--- config.mk ---
export PLATFORM = sky130hd
export DESIGN_NAME = port_zero_gpio
export DESIGN_NICKNAME = d
export VERILOG_FILES = /design/src/port_zero_pkg.sv /design/src/port_zero_gpio.sv
export SDC_FILE = /design/constraint.sdc
export NUM_CORES = 1
export LEC_CHECK = 0
export BUFFER_PORTS_ARGS = -buffer_cell sky130_fd_sc_hd__buf_4
export CAP_MARGIN = 30
export CORE_MARGIN = 2
export CORE_UTILIZATION = 47
export CTS_BUF_LIST = sky130_fd_sc_hd__clkbuf_8
export CTS_CLUSTER_SIZE = 40
export DETAILED_ROUTE_END_ITERATION = 8
export PLACE_DENSITY = 0.88
export SLEW_MARGIN = 0
export SYNTH_ARGS = -nofsm -noshare
export SYNTH_HDL_FRONTEND = slang
export SYNTH_SLANG_ARGS = --single-unit
--- constraint.sdc ---
create_clock -name aclk -period 1.5 [get_ports aclk]
set_input_delay 0.075 -clock aclk [delete_from_list [all_inputs] [get_ports aclk]]
set_output_delay 0.075 -clock aclk [all_outputs]
set_load 0.005 [all_outputs]
--- src/port_zero_pkg.sv ---
// Constants shared by the eight-pin general-purpose port.
package port_zero_pkg;

    // Register byte offsets on the AXI4-Lite bus.
    localparam logic [7:0] OFF_DATA     = 8'h00;
    localparam logic [7:0] OFF_DIR      = 8'h04;
    localparam logic [7:0] OFF_PULL     = 8'h08;
    localparam logic [7:0] OFF_AIDR     = 8'h0c;
    localparam logic [7:0] OFF_DATA_RMW = 8'h10;
    localparam logic [7:0] OFF_STBY     = 8'h14;
    localparam logic [7:0] OFF_CMPA     = 8'h18;
    localparam logic [7:0] OFF_CMPB     = 8'h1c;

    // Reset values.
    localparam logic [7:0] RST_DATA = 8'h00;
    localparam logic [7:0] RST_DIR  = 8'h00;
    localparam logic [7:0] RST_PULL = 8'h00;
    localparam logic [7:0] RST_AIDR = 8'h00;
    localparam logic       RST_STBY = 1'h0;
    localparam logic [1:0] RST_CMP  = 2'h0;

    // Field positions.
    localparam int STBY_PIN_STATE_BIT = 0;
    localparam int CMP_INPUT_OFF_BIT  = 0;
    localparam int CMP_NEG_SEL_BIT    = 1;

    // Pins that carry comparator inputs.
    localparam int CMP0_P_PIN = 0;
    localparam int CMP0_N_PIN = 1;
    localparam int CMP1_P_PIN = 3;
    localparam int CMP1_N_PIN = 4;

    // AXI responses.
    localparam logic [1:0] RESP_OKAY   = 2'h0;
    localparam logic [1:0] RESP_SLVERR = 2'h2;

endpackage

--- src/port_zero_gpio.sv ---
// Eight-pin general-purpose I/O port with an AXI4-Lite register slave.
//
// Design decisions made here: the placing of the registers and register access over AXI4-Lite.
`timescale 1ns/1ns

////////////////////////////////////////////////////////////////////////////////
// What this block does
// - Direction bit 1 makes the pin an output driven by its latch bit.
// - Data writes update the latch; output pins follow the new value.
// - Data reads of output pins return the latch contents.
// - Direction bit 0 makes the pin an input and stops driving it.
// - Data writes to input pins still update the latch but do not drive.
// - Input pins read the sampled level; RMW reads return the latch.
// - A peripheral output enable lets the peripheral drive the pin.
// - Peripheral-driven pins read the pin level; RMW reads return the latch.
// - Reset clears all direction bits, making every pin an input.
// - Reset clears analog-input-disable bits, blocking digital input.
// - Standby with pin-state bit set floats pins and clamps inputs low.
// - During isolation, pins with external interrupt enabled keep input.
// - Standby with pin-state bit clear leaves pins unchanged.
// - Pin levels feed the external interrupt circuit, except isolated pins without interrupt enable.
// - Pull-up bit 1 connects the internal pull-up.
// - Pull-up is disconnected whenever the pin is driven as an output at low level.
// - Positive comparator input enabled when analog-enable bit is 0.
// - Negative comparator input enabled only when both control bits are 0.
// - Bit n of each port register controls pin n.
module port_zero_gpio #(
    parameter int PINS = 8
) (
    input  wire logic            aclk,
    input  wire logic            aresetn,
    input  wire logic [7:0]      awaddr,
    input  wire logic            awvalid,
    output logic                 awready,
    input  wire logic [31:0]     wdata,
    input  wire logic [3:0]      wstrb,
    input  wire logic            wvalid,
    output logic                 wready,
    output logic [1:0]           bresp,
    output logic                 bvalid,
    input  wire logic            bready,
    input  wire logic [7:0]      araddr,
    input  wire logic            arvalid,
    output logic                 arready,
    output logic [31:0]          rdata,
    output logic [1:0]           rresp,
    output logic                 rvalid,
    input  wire logic            rready,
    input  wire logic [PINS-1:0] pin_in,
    output logic [PINS-1:0]      pin_out,
    output logic [PINS-1:0]      pin_oe,
    output logic [PINS-1:0]      pin_pullup,
    input  wire logic [PINS-1:0] periph_oe,
    input  wire logic [PINS-1:0] periph_out,
    input  wire logic            standby_mode,
    input  wire logic [PINS-1:0] ext_irq_enable,
    output logic [PINS-1:0]      ext_irq_level,
    output logic [PINS-1:0]      port_digital_in,
    output logic [PINS-1:0]      analog_path_en,
    output logic [1:0]           cmp_p_en,
    output logic [1:0]           cmp_n_en
);

    logic [PINS-1:0] port_data_latch;
    logic [PINS-1:0] port_direction;
    logic [PINS-1:0] port_pullup_enable;
    logic [PINS-1:0] analog_input_disable_low;
    logic            standby_pin_state_bit;
    logic [1:0]      comparator_control_a;
    logic [1:0]      comparator_control_b;

    ////////////////////////////////////////////////////////////////////////////
    // Pin input synchroniser; a change counts once the last two stages agree.

    logic [PINS-1:0] sync_a;
    logic [PINS-1:0] sync_b;
    logic [PINS-1:0] sync_c;
    logic [PINS-1:0] pin_level;
    logic [PINS-1:0] agree;
    logic [PINS-1:0] next_pin_level;

    assign agree          = ~(sync_b ^ sync_c);
    assign next_pin_level = (agree & sync_c) | (~agree & pin_level);

    always_ff @(posedge aclk) begin
        if (!aresetn) begin
            sync_a    <= '0;
            sync_b    <= '0;
            sync_c    <= '0;
            pin_level <= '0;
        end else begin
            sync_a    <= pin_in;
            sync_b    <= sync_a;
            sync_c    <= sync_b;
            pin_level <= next_pin_level;
        end
    end

    ////////////////////////////////////////////////////////////////////////////
    // Input gating, standby isolation and peripheral feeds.

    logic            iso;
    logic [PINS-1:0] clamp;

    // Isolation needs both the standby state and the pin-state bit.
    assign iso             = standby_mode && standby_pin_state_bit;
    assign clamp           = {PINS{iso}} & ~ext_irq_enable;
    assign ext_irq_level   = pin_level & ~clamp;
    assign port_digital_in = pin_level & analog_input_disable_low & ~clamp;
    assign analog_path_en  = ~analog_input_disable_low;
    assign cmp_p_en[0] = !comparator_control_a[port_zero_pkg::CMP_INPUT_OFF_BIT];
    assign cmp_p_en[1] = !comparator_control_b[port_zero_pkg::CMP_INPUT_OFF_BIT];
    assign cmp_n_en[0] = !comparator_control_a[port_zero_pkg::CMP_INPUT_OFF_BIT]
                      && !comparator_control_a[port_zero_pkg::CMP_NEG_SEL_BIT];
    assign cmp_n_en[1] = !comparator_control_b[port_zero_pkg::CMP_INPUT_OFF_BIT]
                      && !comparator_control_b[port_zero_pkg::CMP_NEG_SEL_BIT];

    ////////////////////////////////////////////////////////////////////////////
    // Pin drive, registered so the pad sees glitch-free enables.

    logic [PINS-1:0] next_pin_oe;
    logic [PINS-1:0] next_pin_out;
    logic [PINS-1:0] next_pin_pullup;

    assign next_pin_oe     = (port_direction | periph_oe) & ~{PINS{iso}};
    assign next_pin_out    = (periph_oe & periph_out)
                           | (~periph_oe & port_data_latch);
    assign next_pin_pullup = port_pullup_enable & ~(next_pin_oe & ~next_pin_out);

    always_ff @(posedge aclk) begin
        if (!aresetn) begin
            pin_out    <= '0;
            pin_oe     <= '0;
            pin_pullup <= '0;
        end else begin
            pin_out    <= next_pin_out;
            pin_oe     <= next_pin_oe;
            pin_pullup <= next_pin_pullup;
        end
    end

    ////////////////////////////////////////////////////////////////////////////
    // AXI4-Lite write channel; address and data are taken in either order.

    logic            aw_held;
    logic [7:0]      aw_addr;
    logic            w_held;
    logic [PINS-1:0] w_data;
    logic            w_lane0;
    logic            aw_fire;
    logic            w_fire;
    logic            wr_fire;
    logic            wr_ok;
    logic            wr_sel_data;
    logic            wr_sel_dir;
    logic            wr_sel_pull;
    logic            wr_sel_aidr;
    logic            wr_sel_stby;
    logic            wr_sel_cmpa;
    logic            wr_sel_cmpb;
    logic            wr_hit;

    assign awready = !aw_held && !bvalid;
    assign wready  = !w_held && !bvalid;
    assign aw_fire = awvalid && awready;
    assign w_fire  = wvalid && wready;
    assign wr_fire = aw_held && w_held && !bvalid;
    assign wr_ok   = wr_fire && w_lane0;

    // The RMW offset is an alias of the latch for writes.
    assign wr_sel_data = (aw_addr == port_zero_pkg::OFF_DATA)
                      || (aw_addr == port_zero_pkg::OFF_DATA_RMW);
    assign wr_sel_dir  = (aw_addr == port_zero_pkg::OFF_DIR);
    assign wr_sel_pull = (aw_addr == port_zero_pkg::OFF_PULL);
    assign wr_sel_aidr = (aw_addr == port_zero_pkg::OFF_AIDR);
    assign wr_sel_stby = (aw_addr == port_zero_pkg::OFF_STBY);
    assign wr_sel_cmpa = (aw_addr == port_zero_pkg::OFF_CMPA);
    assign wr_sel_cmpb = (aw_addr == port_zero_pkg::OFF_CMPB);
    assign wr_hit      = wr_sel_data || wr_sel_dir || wr_sel_pull || wr_sel_aidr
                      || wr_sel_stby || wr_sel_cmpa || wr_sel_cmpb;

    always_ff @(posedge aclk) begin
        if (!aresetn) begin
            aw_held <= 1'b0;
            aw_addr <= 8'h00;
        end else if (aw_fire) begin
            aw_held <= 1'b1;
            aw_addr <= awaddr;
        end else if (wr_fire) begin
            aw_held <= 1'b0;
        end
    end

    always_ff @(posedge aclk) begin
        if (!aresetn) begin
            w_held  <= 1'b0;
            w_data  <= '0;
            w_lane0 <= 1'b0;
        end else if (w_fire) begin
            w_held  <= 1'b1;
            w_data  <= wdata[PINS-1:0];
            w_lane0 <= wstrb[0];
        end else if (wr_fire) begin
            w_held  <= 1'b0;
        end
    end

    always_ff @(posedge aclk) begin
        if (!aresetn) begin
            bvalid <= 1'b0;
            bresp  <= port_zero_pkg::RESP_OKAY;
        end else if (wr_fire) begin
            bvalid <= 1'b1;
            bresp  <= wr_hit ? port_zero_pkg::RESP_OKAY : port_zero_pkg::RESP_SLVERR;
        end else if (bready) begin
            bvalid <= 1'b0;
        end
    end

    ////////////////////////////////////////////////////////////////////////////
    // Register file; a write takes effect at the edge after both halves are held.

    always_ff @(posedge aclk) begin
        if (!aresetn) begin
            port_data_latch          <= port_zero_pkg::RST_DATA;
            port_direction           <= port_zero_pkg::RST_DIR;
            port_pullup_enable       <= port_zero_pkg::RST_PULL;
            analog_input_disable_low <= port_zero_pkg::RST_AIDR;
            standby_pin_state_bit    <= port_zero_pkg::RST_STBY;
            comparator_control_a     <= port_zero_pkg::RST_CMP;
            comparator_control_b     <= port_zero_pkg::RST_CMP;
        end else if (wr_ok) begin
            if (wr_sel_data) port_data_latch <= w_data;
            if (wr_sel_dir)  port_direction <= w_data;
            if (wr_sel_pull) port_pullup_enable <= w_data;
            if (wr_sel_aidr) analog_input_disable_low <= w_data;
            if (wr_sel_stby) standby_pin_state_bit <= w_data[port_zero_pkg::STBY_PIN_STATE_BIT];
            if (wr_sel_cmpa) comparator_control_a <= w_data[1:0];
            if (wr_sel_cmpb) comparator_control_b <= w_data[1:0];
        end
    end

    ////////////////////////////////////////////////////////////////////////////
    // AXI4-Lite read channel.

    logic            ar_fire;
    logic [PINS-1:0] latch_view;
    logic [PINS-1:0] data_view;
    logic [7:0]      rd_value;
    logic            rd_hit;

    assign arready    = !rvalid;
    assign ar_fire    = arvalid && arready;
    // Only plain port outputs read back the latch; all else reads the pin.
    assign latch_view = port_direction & ~periph_oe;
    assign data_view  = (latch_view & port_data_latch)
                      | (~latch_view & port_digital_in);
    assign rd_hit     = (araddr == port_zero_pkg::OFF_DATA)
                     || (araddr == port_zero_pkg::OFF_DATA_RMW)
                     || (araddr == port_zero_pkg::OFF_DIR)
                     || (araddr == port_zero_pkg::OFF_PULL)
                     || (araddr == port_zero_pkg::OFF_AIDR)
                     || (araddr == port_zero_pkg::OFF_STBY)
                     || (araddr == port_zero_pkg::OFF_CMPA)
                     || (araddr == port_zero_pkg::OFF_CMPB);
    assign rd_value =
        (araddr == port_zero_pkg::OFF_DATA)     ? 8'(data_view) :
        (araddr == port_zero_pkg::OFF_DATA_RMW) ? 8'(port_data_latch) :
        (araddr == port_zero_pkg::OFF_DIR)      ? 8'(port_direction) :
        (araddr == port_zero_pkg::OFF_PULL)     ? 8'(port_pullup_enable) :
        (araddr == port_zero_pkg::OFF_AIDR)     ? 8'(analog_input_disable_low) :
        (araddr == port_zero_pkg::OFF_STBY)     ? {7'h00, standby_pin_state_bit} :
        (araddr == port_zero_pkg::OFF_CMPA)     ? {6'h00, comparator_control_a} :
        (araddr == port_zero_pkg::OFF_CMPB)     ? {6'h00, comparator_control_b} :
        8'h00;

    always_ff @(posedge aclk) begin
        if (!aresetn) begin
            rvalid <= 1'b0;
            rdata  <= 32'h00000000;
            rresp  <= port_zero_pkg::RESP_OKAY;
        end else if (ar_fire) begin
            rvalid <= 1'b1;
            rdata  <= {24'h000000, rd_value};
            rresp  <= rd_hit ? port_zero_pkg::RESP_OKAY : port_zero_pkg::RESP_SLVERR;
        end else if (rready) begin
            rvalid <= 1'b0;
        end
    end
endmodule // port_zero_gpio

==> results of run 1 <==
## timing repair
| action | in CTS | in global routing |
|---|---|---|
| endpoints found under the setup margin | 49 | 53 |
| resized for setup | 15 | 21 |
| hold buffers | 44 | 0 |
| buffers inserted | 3 | 3 |
| hold endpoints to repair | 50 | 0 |
| pin swaps | 4 | 8 |
## cell usage in the layout, fill, tap and decap left out, types with 3 or more instances in the layout
master / count
and3b_2: 5
a21boi_0: 29
nand3_1: 14
inv_1: 17
nand3b_1: 10
or3_1: 3
nand2_1: 106
nor2b_1: 24
nor2b_2: 3
dfxtp_1: 123
clkinvlp_4: 3
nor2_1: 11
nor2_2: 3
inv_6: 4
mux2i_1: 51
o2bb2ai_1: 5
bufinv_16: 3
and2_1: 29
a21oi_1: 27
buf_6: 7
clkinv_4: 4
buf_4: 165
o31ai_1: 6
nand2b_1: 11
o211ai_1: 7
conb_1: 26
o21ai_0: 20
clkbuf_8: 17
dlygate4sd3_1: 44
o21a_1: 8
a211oi_1: 3
## registers in the layout (all words and copies together), names as in the netlist, named ones only
signal                    count
analog_input_disable_low      8
aw_addr                       8
pin_oe                        8
pin_out                       8
pin_pullup                    8
port_data_latch               8
port_direction                8
port_pullup_enable            8
rdata                         8
sync_a                        8
sync_b                        8
sync_c                        8
w_data                        8
comparator_control_a          2
comparator_control_b          2
aw_held                       1
bresp                         1
bvalid                        1
rresp                         1
rvalid                        1
standby_pin_state_bit         1
w_held                        1
w_lane0                       1
## cell type report
cell class	count	area [sq um]
clock buffers	17	234
clock inverters	15	188
fillers	854	3600
inverters	17	63.8
multi-input cells	442	2820
flip-flops and latches	124	2490
well taps	143	179
repair buffers	218	1800
## per-stage QoR
step	utilization [%]	setup slack, ns	hold WS [ns]	instance area [sq um]	power (mW)
2_1_floorplan	-	-0.146	0.185	5560	3.87
3_3_place_gp	59.2	-0.273	0.284	6730	4.18
3_5_place_dp	59.2	-0.284	0.288	6730	4.19
4_1_cts	67.5	-0.222	0.0291	7680	7.36
5_1_grt	68.3	-0.333	0.0375	7770	7.59
6_report	68.3	-0.271	0.0488	7770	7.34
## worst max-delay path by stage
stage	end	cells after the start	startpoint	slack [ns]
floorplan	port_direction[0]	4	aw_addr[0]	-0.15
global placement	analog_input_disable_low[0]	4	aw_addr[0]	-0.27
detailed placement	analog_input_disable_low[0]	4	aw_addr[0]	-0.28
CTS	port_data_latch[6]	5	aw_addr[0]	-0.22
global route	port_data_latch[6]	5	aw_addr[0]	-0.33
finish	port_direction[4]	6	aw_addr[0]	-0.27
## routing by layer
layer	vias to the layer above	share of wire, %	GRT usage [%]
met5	-	0	0
met4	0	2.4	8.40
li1	2466	-	-
met3	49	7.6	6.42
met2	237	51	44.8
met1	2414	39	29.8
## logic make-up after synthesis
family	after synthesis	synth area share, %
AND/OR/NAND/NOR	244	23.5
AO/OA/AOI/OAI	120	14.9
buffers and inverters	69	6.64
flip-flops	124	45.4
other	1	0.0686
multiplexers	52	9.53
## power by group through the flow
stage / logic, mW / clock network [mW] / registers (mW)
floorplan: 0.355 / 0 / 3.52
global placement: 0.659 / 0 / 3.52
detailed placement: 0.672 / 0 / 3.52
CTS: 0.776 / 3.14 / 3.45
global route: 0.859 / 3.28 / 3.46
finish: 0.791 / 3.10 / 3.45
==> impl_metrics.tcl, run 1 <==
set metrics [dict create \
    grt_pass1_vias 5020 \
    layout_setup_ws_ns -0.271 \
    diodes 0 \
    drtAntennaViolNets 0 \
    dp.cells 895 \
    slew_violations 0 \
    layout_min_cycle_time_ns 1.77 \
    cpMaxStageDelayCell "or4_4" \
    tns_ns -7.42 \
    critPathCaptureType "flip-flop" \
    drc 0 \
    cts_buffer_depth 2 \
    maxCapViolCount 0 \
    fp.dieH_microns 112 \
    slew_headroom_pct 53.7 \
    clock_sink_count 124 \
    vias 5166 \
    worstHoldEndpoint "w_data[4]" \
    power.density_nw_per_um2 945 \
    timing.final.crit_share_pct 118 \
    synth.most_common_cell "dfxtp_1" \
    async_flop_share_pct 0 \
    drtIter0Drc 307 \
    p_clk_share_pct 42.3 \
    arrival_ns 2.08 \
    status "finished with violations" \
    ir_drop_v 0.000597 \
    hp-start "aresetn" \
    via_per_inst 5.29 \
    synth_seq_cells 124 \
    hold_class "input pin to flip-flop" \
    worstSkewPairLatency_ns 0.44 \
    synthCells 610 \
    total_leakage_power_nw 3.39 \
    combinationalPowerShare_pct 10.8 \
    cts_tree "yes" \
    synth_top_flop_cell "dfxtp_1" \
    dr.pass1.iters 5 \
    p_sw_share_pct 25.4 \
    ioPinCount 185 \
    die_area_sq_um 12500 \
    area_delta_synth_final_pct 42.2 \
    crit_top_cell "buf_6" \
    synth_cell_types 49 \
    r2r_start "aw_addr[0]" \
    rsz0062_at_grt "true" \
    cp-start-kind "flip-flop" \
    clk_pin_slew_ns 0.08 \
    h-tree-depth 4 \
    num_rows 39 \
    worstPathMaxFanout 5 \
    ys_warn_count 0 \
    wl_per_cell_microns 16.4 \
    gp_congestion 0.878 \
    synth_area_sq_um 5460 \
    worst_r2r_endpoint "port_direction[4]" \
    synth_edf_count 0 \
    overflow 0 \
    fp.dieW_microns 112 \
    worstRegToRegCells 6 \
    place_hpwl_microns 10800 \
    yosys.area.top_type_share_pct 45.4 \
    p_int_mw 5.47 \
    path_cells "or4_4, nor4_4, buf_6, nand2_4, buf_6, mux2i_1" \
    hold_violations 0 \
    root_buffer "clkbuf_8" \
    worst-slew-pin-transition_ns 0.693 \
    synth_area_leaders "dfxtp_1 45%, mux2i_1 9.5%, nand2_1 7.4%" \
    r2r_slack_ns -0.27 \
    fmaxAchievable_ghz 0.565 \
    syn_avg_cell_area_sq_um 8.96 \
    final_cells 976 \
    grtUsageTotal_pct 25.3 \
    routed_wl_microns 16000 \
    critPathKind "flip-flop to flip-flop" \
    antenna_found_initial 0 \
    hold-path-cell-count 2 \
    violations "setup timing" \
    setup_viol 38 \
    nNetsFinal 912 \
    initial_core_util_pct 48.1 \
    numCtsBuffers 17 \
    p_sw_mw 1.86 \
    ys_seq_area_share_pct 45.4 \
    seq_power_share_pct 47.0 \
    core_sq_um 11400 \
    worstPathRequired_ns 1.81 \
    synth_common_cells "124 x dfxtp_1, 107 x nand2_1, 52 x mux2i_1" \
    clock_skew_ns 0.00787 \
    io_buffer_count 131 \
    yosysTopAreaCell "dfxtp_1" \
    drive_gt1_share_pct 28.3 \
    grt_first_pass_wirelength_microns 25100 \
    cp_top_family "simple AND/OR/NAND/NOR gates" \
    grt_max_degree 56 \
    critPathBufInv 2 \
    max_stage_delay_ns 0.58 \
]
Note: power is estimated with default switching activity, not from simulation.
==> inputs of run 2 (changes only) <==
--- a/config.mk
+++ b/config.mk
@@ -5,14 +5,14 @@
 export SDC_FILE = /design/constraint.sdc
 export NUM_CORES = 1
 export LEC_CHECK = 0
-export BUFFER_PORTS_ARGS = -buffer_cell sky130_fd_sc_hd__buf_4
+export BUFFER_PORTS_ARGS = -buffer_cell sky130_fd_sc_hd__buf_2
 export CAP_MARGIN = 30
 export CORE_MARGIN = 2
-export CORE_UTILIZATION = 47
+export CORE_UTILIZATION = 35
 export CTS_BUF_LIST = sky130_fd_sc_hd__clkbuf_8
 export CTS_CLUSTER_SIZE = 40
 export DETAILED_ROUTE_END_ITERATION = 8
-export PLACE_DENSITY = 0.88
+export PLACE_DENSITY = 0.71
 export SLEW_MARGIN = 0
 export SYNTH_ARGS = -nofsm -noshare
 export SYNTH_HDL_FRONTEND = slang
==> run 2 against run 1 <==
Net effect:
- register-to-register slack better by 0.05 ns
- critical path depth is 1 lower
- the run still ends with setup timing left
- sequential share of layout area grew 0.85 points
- flip-flop and latch count unchanged
- critical endpoint is now port_data_latch[2]
- non-clock buffer count increased by 10
- combinational power down 8.0%
- total power down 3.0%
- first-iteration DRC count increased by 13%
- cell count is 5.6% higher
- global-route usage shrank 5.8 points
- clock power fell by 5%
==> impl_metrics.tcl, run 2 (synthesis results as in run 1) <==
set metrics [dict create \
    status "finished with violations" \
    violations "setup timing" \
    initial_core_util_pct 35.9 \
    timing.final.crit_share_pct 115 \
    r2r_start "aw_addr[6]" \
    drtIter0Drc 346 \
    fp.dieH_microns 129 \
    layout_common_cells "131 x buf_2, 122 x dfxtp_1, 106 x nand2_1" \
    layout_setup_ws_ns -0.222 \
    drtAntennaViolNets 0 \
    grt_pass1_vias 4917 \
    setup_viol 39 \
    cts_buffer_depth 2 \
    drc 0 \
    clock_sink_count 124 \
    io_buffer_count 131 \
    fmaxAchievable_ghz 0.581 \
    clock_skew_ns 0.0112 \
    h-tree-depth 4 \
    area_delta_synth_final_pct 38.6 \
    antenna_found_initial 0 \
    root_buffer "clkbuf_8" \
    grt_max_degree 45 \
    worst-slew-pin-transition_ns 0.701 \
    place_hpwl_microns 11400 \
    worstPathMaxFanout 8 \
    ioPinCount 185 \
    final_common_cell "buf_2" \
    routed_wl_microns 15800 \
    numCtsBuffers 17 \
    via_per_inst 4.88 \
    nNetsFinal 922 \
    maxCapViolCount 0 \
    cts_tree "yes" \
    dp.cells 944 \
    tns_ns -6.18 \
    power.density_nw_per_um2 940 \
    grtUsageTotal_pct 19.5 \
    slew_violations 0 \
    slew_headroom_pct 53.2 \
    rsz0062_at_grt "true" \
    final_cells 1031 \
    cp-start-kind "flip-flop" \
    startpoint "aw_addr[6]" \
    arrival_ns 2.10 \
    core_sq_um 15200 \
    fp.dieW_microns 129 \
    hold_class "input pin to flip-flop" \
    worstPathRequired_ns 1.88 \
    wl_per_cell_microns 15.3 \
    dr.pass1.iters 4 \
    vias 5028 \
    finish.utilization_pct 49.8 \
    layout_min_cycle_time_ns 1.72 \
    diodes 0 \
    gp_congestion 0.853 \
    ir_drop_v 0.000541 \
    total_leakage_power_nw 3.37 \
    critPathCaptureType "flip-flop" \
    hp-start "awvalid" \
    overflow 0 \
    grt_first_pass_wirelength_microns 24700 \
    hold_violations 0 \
    num_rows 45 \
    critPathKind "flip-flop to flip-flop" \
    clk_pin_slew_ns 0.07 \
    die_area_sq_um 16600 \
    drive_gt1_share_pct 28.2 \
    worstSkewPairLatency_ns 0.45 \
]
run 2: layer usage:
| layer | wire, microns | vias to the layer above | track usage (%) |
|---|---|---|---|
| met5 | 0 | - | 0 |
| met4 | 391 | 0 | 8.89 |
| met3 | 960 | 28 | 5.99 |
| met2 | 7920 | 158 | 33.3 |
| met1 | 6530 | 2356 | 22.4 |
| li1 | - | 2486 | - |
run 2: cell type report:
type	instances	area (sq um)
sequential	124	2490
multi-input combinational	442	2820
clock inverter	10	96.3
fill	1413	7630
clock buffer	22	303
timing repair buffer	228	1570
tap	188	235
inverter	17	63.8
run 2: repair_timing:
item	in CTS	in global routing
buffers inserted	4	3
resized for setup	25	11
setup endpoints to repair	50	51
hold buffers	48	0
hold endpoints to repair	51	0
pin swaps	6	5
run 2: through the flow:
| step | worst slack, ns | hold WS [ns] | total power, mW | instance area [sq um] |
|---|---|---|---|---|
| 3_3_place_gp | -0.269 | 0.283 | 4.12 | 6500 |
| 2_1_floorplan | -0.146 | 0.185 | 3.87 | 5560 |
| 5_1_grt | -0.309 | 0.115 | 7.41 | 7570 |
| 6_report | -0.222 | 0.108 | 7.12 | 7570 |
| 4_1_cts | -0.209 | 0.0963 | 7.18 | 7510 |
| 3_5_place_dp | -0.318 | 0.285 | 4.13 | 6500 |
run 2: power by group:
part | internal [mW] | switching [mW]
sequential | 3.39 | 0.0486
clock | 1.66 | 1.28
combinational | 0.357 | 0.371
total | 5.42 | 1.70
run 2: final timing paths:
kind                             end  slack (ns)  cells after the start
hold reg to reg            sync_b[1]        0.42                      1
setup reg to reg  port_data_latch[2]       -0.22                      5
setup / recovery  port_data_latch[2]       -0.22                      5
hold / removal            aw_addr[6]        0.11                      4
run 2: worst max-delay path: stages (launching register included):
cell,delay [ns]
dfxtp_2,0.32
or4_4,0.58
nor4_4,0.20
nor2b_4,0.22
buf_12,0.15
mux2i_1,0.18
==> inputs of run 3 (changes only) <==
--- a/config.mk
+++ b/config.mk
@@ -5,6 +5,7 @@
 export SDC_FILE = /design/constraint.sdc
 export NUM_CORES = 1
 export LEC_CHECK = 0
+export ABC_AREA = 1
 export BUFFER_PORTS_ARGS = -buffer_cell sky130_fd_sc_hd__buf_2
 export CAP_MARGIN = 30
 export CORE_MARGIN = 2
@@ -12,7 +13,7 @@
 export CTS_BUF_LIST = sky130_fd_sc_hd__clkbuf_8
 export CTS_CLUSTER_SIZE = 40
 export DETAILED_ROUTE_END_ITERATION = 8
-export PLACE_DENSITY = 0.71
+export PLACE_DENSITY = 0.7
 export SLEW_MARGIN = 0
 export SYNTH_ARGS = -nofsm -noshare
 export SYNTH_HDL_FRONTEND = slang
==> constraint.sdc (replaced) <==
create_clock -name aclk -period 1.9 [get_ports aclk]
set_input_delay 0.095 -clock aclk [delete_from_list [all_inputs] [get_ports aclk]]
set_output_delay 0.095 -clock aclk [all_outputs]
set_load 0.005 [all_outputs]
==> run 3 against run 2 <==
Net effect:
- the flow now finishes without violations
- via count decreased by 2.7%
- synthesized cell count increased by 12%
- critical path depth increased by 2
- global-route usage decreased by 2.6 points
- area after synthesis decreased by 5.0%
- sequential share of layout area increased by 3.4 points
- critical endpoint is now pin_out[6]
- first-iteration DRC count decreased by 20%
==> impl_metrics.tcl, run 3 <==
set metrics [dict create \
    status "finished, final reports clean" \
    arrival_ns 2.22 \
    clock_sink_count 124 \
    whs_ns 0.0406 \
    crit_top_cell "dlygate4sd3_1" \
    initial_core_util_pct 35.7 \
    hold_violations 0 \
    io_buffer_count 131 \
    slew_violations 0 \
    tns_ns 0 \
    ys_warn_count 0 \
    ys_seq_area_share_pct 47.8 \
    synth_edf_count 0 \
    hp-start "periph_out[5]" \
    root_buffer "clkbuf_8" \
    synth_area_sq_um 5190 \
    dr.pass1.iters 5 \
    ir_drop_v 0.000445 \
    timing.final.crit_share_pct 97.3 \
    total_leakage_power_nw 3.36 \
    core_sq_um 14500 \
    grtUsageTotal_pct 16.9 \
    clock_skew_ns 0.00965 \
    worstRegToRegCells 6 \
    synth_cell_types 34 \
    via_per_inst 4.59 \
    yosys.area.top_type_share_pct 47.8 \
    drtIter0Drc 276 \
    rsz0062_at_grt "false" \
    place_hpwl_microns 9540 \
    grt_pass1_vias 4356 \
    final_common_cell "buf_2" \
    final_cells 1066 \
    drive_gt1_share_pct 22.2 \
    antenna_found_initial 0 \
    yosysTopAreaCell "dfxtp_1" \
    regArea_sq_um 2480 \
    synth.most_common_cell "dfxtp_1" \
    seq_power_share_pct 47.6 \
    async_flop_share_pct 0 \
    critPathCaptureType "flip-flop" \
    clk_pin_slew_ns 0.08 \
    p_clk_share_pct 43.0 \
    p_int_mw 4.31 \
    fp.dieH_microns 126 \
    nFillCells 1444 \
    synth_common_cells "124 x dfxtp_1, 100 x inv_1, 99 x nand2_1" \
    grt_max_degree 53 \
    die_area_sq_um 15800 \
    dp.cells 984 \
    cts_tree "yes" \
    wl_per_cell_microns 12.4 \
    h-tree-depth 4 \
    routed_wl_microns 13200 \
    grt_first_pass_wirelength_microns 21500 \
    overflow 0 \
    nNetsFinal 961 \
    cpMaxStageDelayCell "dlygate4sd3_1" \
    finish.utilization_pct 47.2 \
    synth_top_flop_cell "dfxtp_1" \
    synth_seq_cells 124 \
    worstHoldEndpoint "pin_out[5]" \
    ioPinCount 185 \
    layout_common_cells "131 x buf_2, 124 x dfxtp_1, 100 x inv_1" \
    r2r_start "aw_addr[7]" \
    r2r_slack_ns 0.22 \
    gp_congestion 0.846 \
    combinationalPowerShare_pct 9.4 \
    fmaxAchievable_ghz 0.541 \
    syn_avg_cell_area_sq_um 7.60 \
    vias 4890 \
    setup_viol 0 \
    numCtsBuffers 17 \
    worstPathMaxFanout 3 \
    cts_buffer_depth 2 \
    diodes 0 \
    critPathBufInv 5 \
    synthCells 683 \
    layout_min_cycle_time_ns 1.85 \
    worstPathRequired_ns 2.28 \
    hold-path-cell-count 4 \
    cp_top_family "buffers and inverters" \
    drtAntennaViolNets 0 \
    power.density_nw_per_um2 838 \
    cts_setup_buffers 0 \
    area_delta_synth_final_pct 32.0 \
    fp.dieW_microns 126 \
    num_rows 44 \
    multiInputGateArea_sq_um 2110 \
    synth_area_leaders "dfxtp_1 48%, inv_1 7.2%, nand2_1 7.2%" \
    drc 0 \
    p_sw_mw 1.43 \
    hold_class "input pin to flip-flop" \
    cp-start-kind "input pin" \
    critPathKind "input pin to flip-flop" \
    p_sw_share_pct 24.9 \
    path_cells "dlygate4sd3_1, buf_2, inv_1, nor2_1, dlygate4sd3_1, a211oi_2, dlygate4sd3_1" \
    worst_r2r_endpoint "port_data_latch[1]" \
    maxCapViolCount 0 \
    max_stage_delay_ns 0.57 \
    worstSkewPairLatency_ns 0.44 \
]
## run 3: cell count changes after synthesis, sizes merged, moves of 8 or more
cell / delta
nand2b: -11
and2: -25
a21oi: +33
o21ai: +48
a21boi: -29
nand3: +8
nand3b: -10
nor2b: -28
a211oi: +21
nor2: +79
inv: +87
mux2i: -51
## run 3: cell type report
| class | instances | area share [%] |
|---|---|---|
| clock buffer | 19 | 3.82 |
| clock inverter | 13 | 2.39 |
| inverter | 104 | 5.70 |
| multi-input combinational | 433 | 30.8 |
| sequential | 124 | 36.2 |
| tap | 184 | 3.36 |
| timing repair buffer | 189 | 17.7 |
## run 3: layer usage
| metal | up-vias | global-route usage [%] | routed length [microns] |
|---|---|---|---|
| met5 | - | 0 | 0 |
| met3 | 25 | 5.31 | 886 |
| met4 | 0 | 7.18 | 286 |
| li1 | 2528 | - | - |
| met2 | 157 | 26.7 | 6060 |
| met1 | 2180 | 21.4 | 5990 |
## run 3: cells by family (layout without fill, tap and decap cells)
| family | after synthesis | in the layout | synth area share (%) |
|---|---|---|---|
| multiplexers | 1 | 1 | 0.193 |
| AO/OA/AOI/OAI | 169 | 169 | 18.4 |
| flip-flops | 124 | 124 | 47.8 |
| other | 1 | 26 | 0.0722 |
| buffers and inverters | 151 | 325 | 13.5 |
| AND/OR/NAND/NOR | 237 | 237 | 19.9 |
## run 3: how the worst max path moves through the flow
| stage | from | to | cells after the start |
|---|---|---|---|
| floorplan | aw_addr[7] | port_pullup_enable[5] | 9 |
| global placement | aw_addr[7] | port_data_latch[5] | 6 |
| detailed placement | w_held | port_data_latch[1] | 8 |
| CTS | periph_oe[6] | pin_out[6] | 7 |
| global route | periph_oe[6] | pin_out[6] | 7 |
| finish | periph_oe[6] | pin_out[6] | 7 |
## run 3: metrics by stage
step           setup WS [ns]  instance area (sq um)  power [mW]
3_3_place_gp           0.333                   5920        3.24
3_5_place_dp           0.321                   5920        3.25
5_1_grt               0.0217                   6850        6.00
4_1_cts               0.0677                   6840        5.80
6_report              0.0513                   6850        5.74
2_1_floorplan          0.566                   5290        3.10
## run 3: what timing repair did
item | in CTS | in global routing
gates resized for setup | 0 | 2
hold buffers | 50 | 0
endpoints found under the hold margin | 42 | 0
setup endpoints to repair | 0 | 2
## run 3: power by group through the flow
| stage | registers (mW) | logic, mW | clock network, mW |
|---|---|---|---|
| 2_1_floorplan | 2.79 | 0.309 | 0 |
| 3_3_place_gp | 2.79 | 0.451 | 0 |
| 3_5_place_dp | 2.79 | 0.456 | 0 |
| 4_1_cts | 2.73 | 0.538 | 2.53 |
| 5_1_grt | 2.74 | 0.608 | 2.65 |
| 6_report | 2.73 | 0.540 | 2.47 |
## run 3: worst reg2reg max path, stage by stage (launching register included)
cell and delay [ns]:
dfxtp_1 0.32, or2_4 0.26, nor3_1 0.20, nand2_1 0.30, inv_2 0.24, o21ai_0 0.11, a21oi_1 0.18
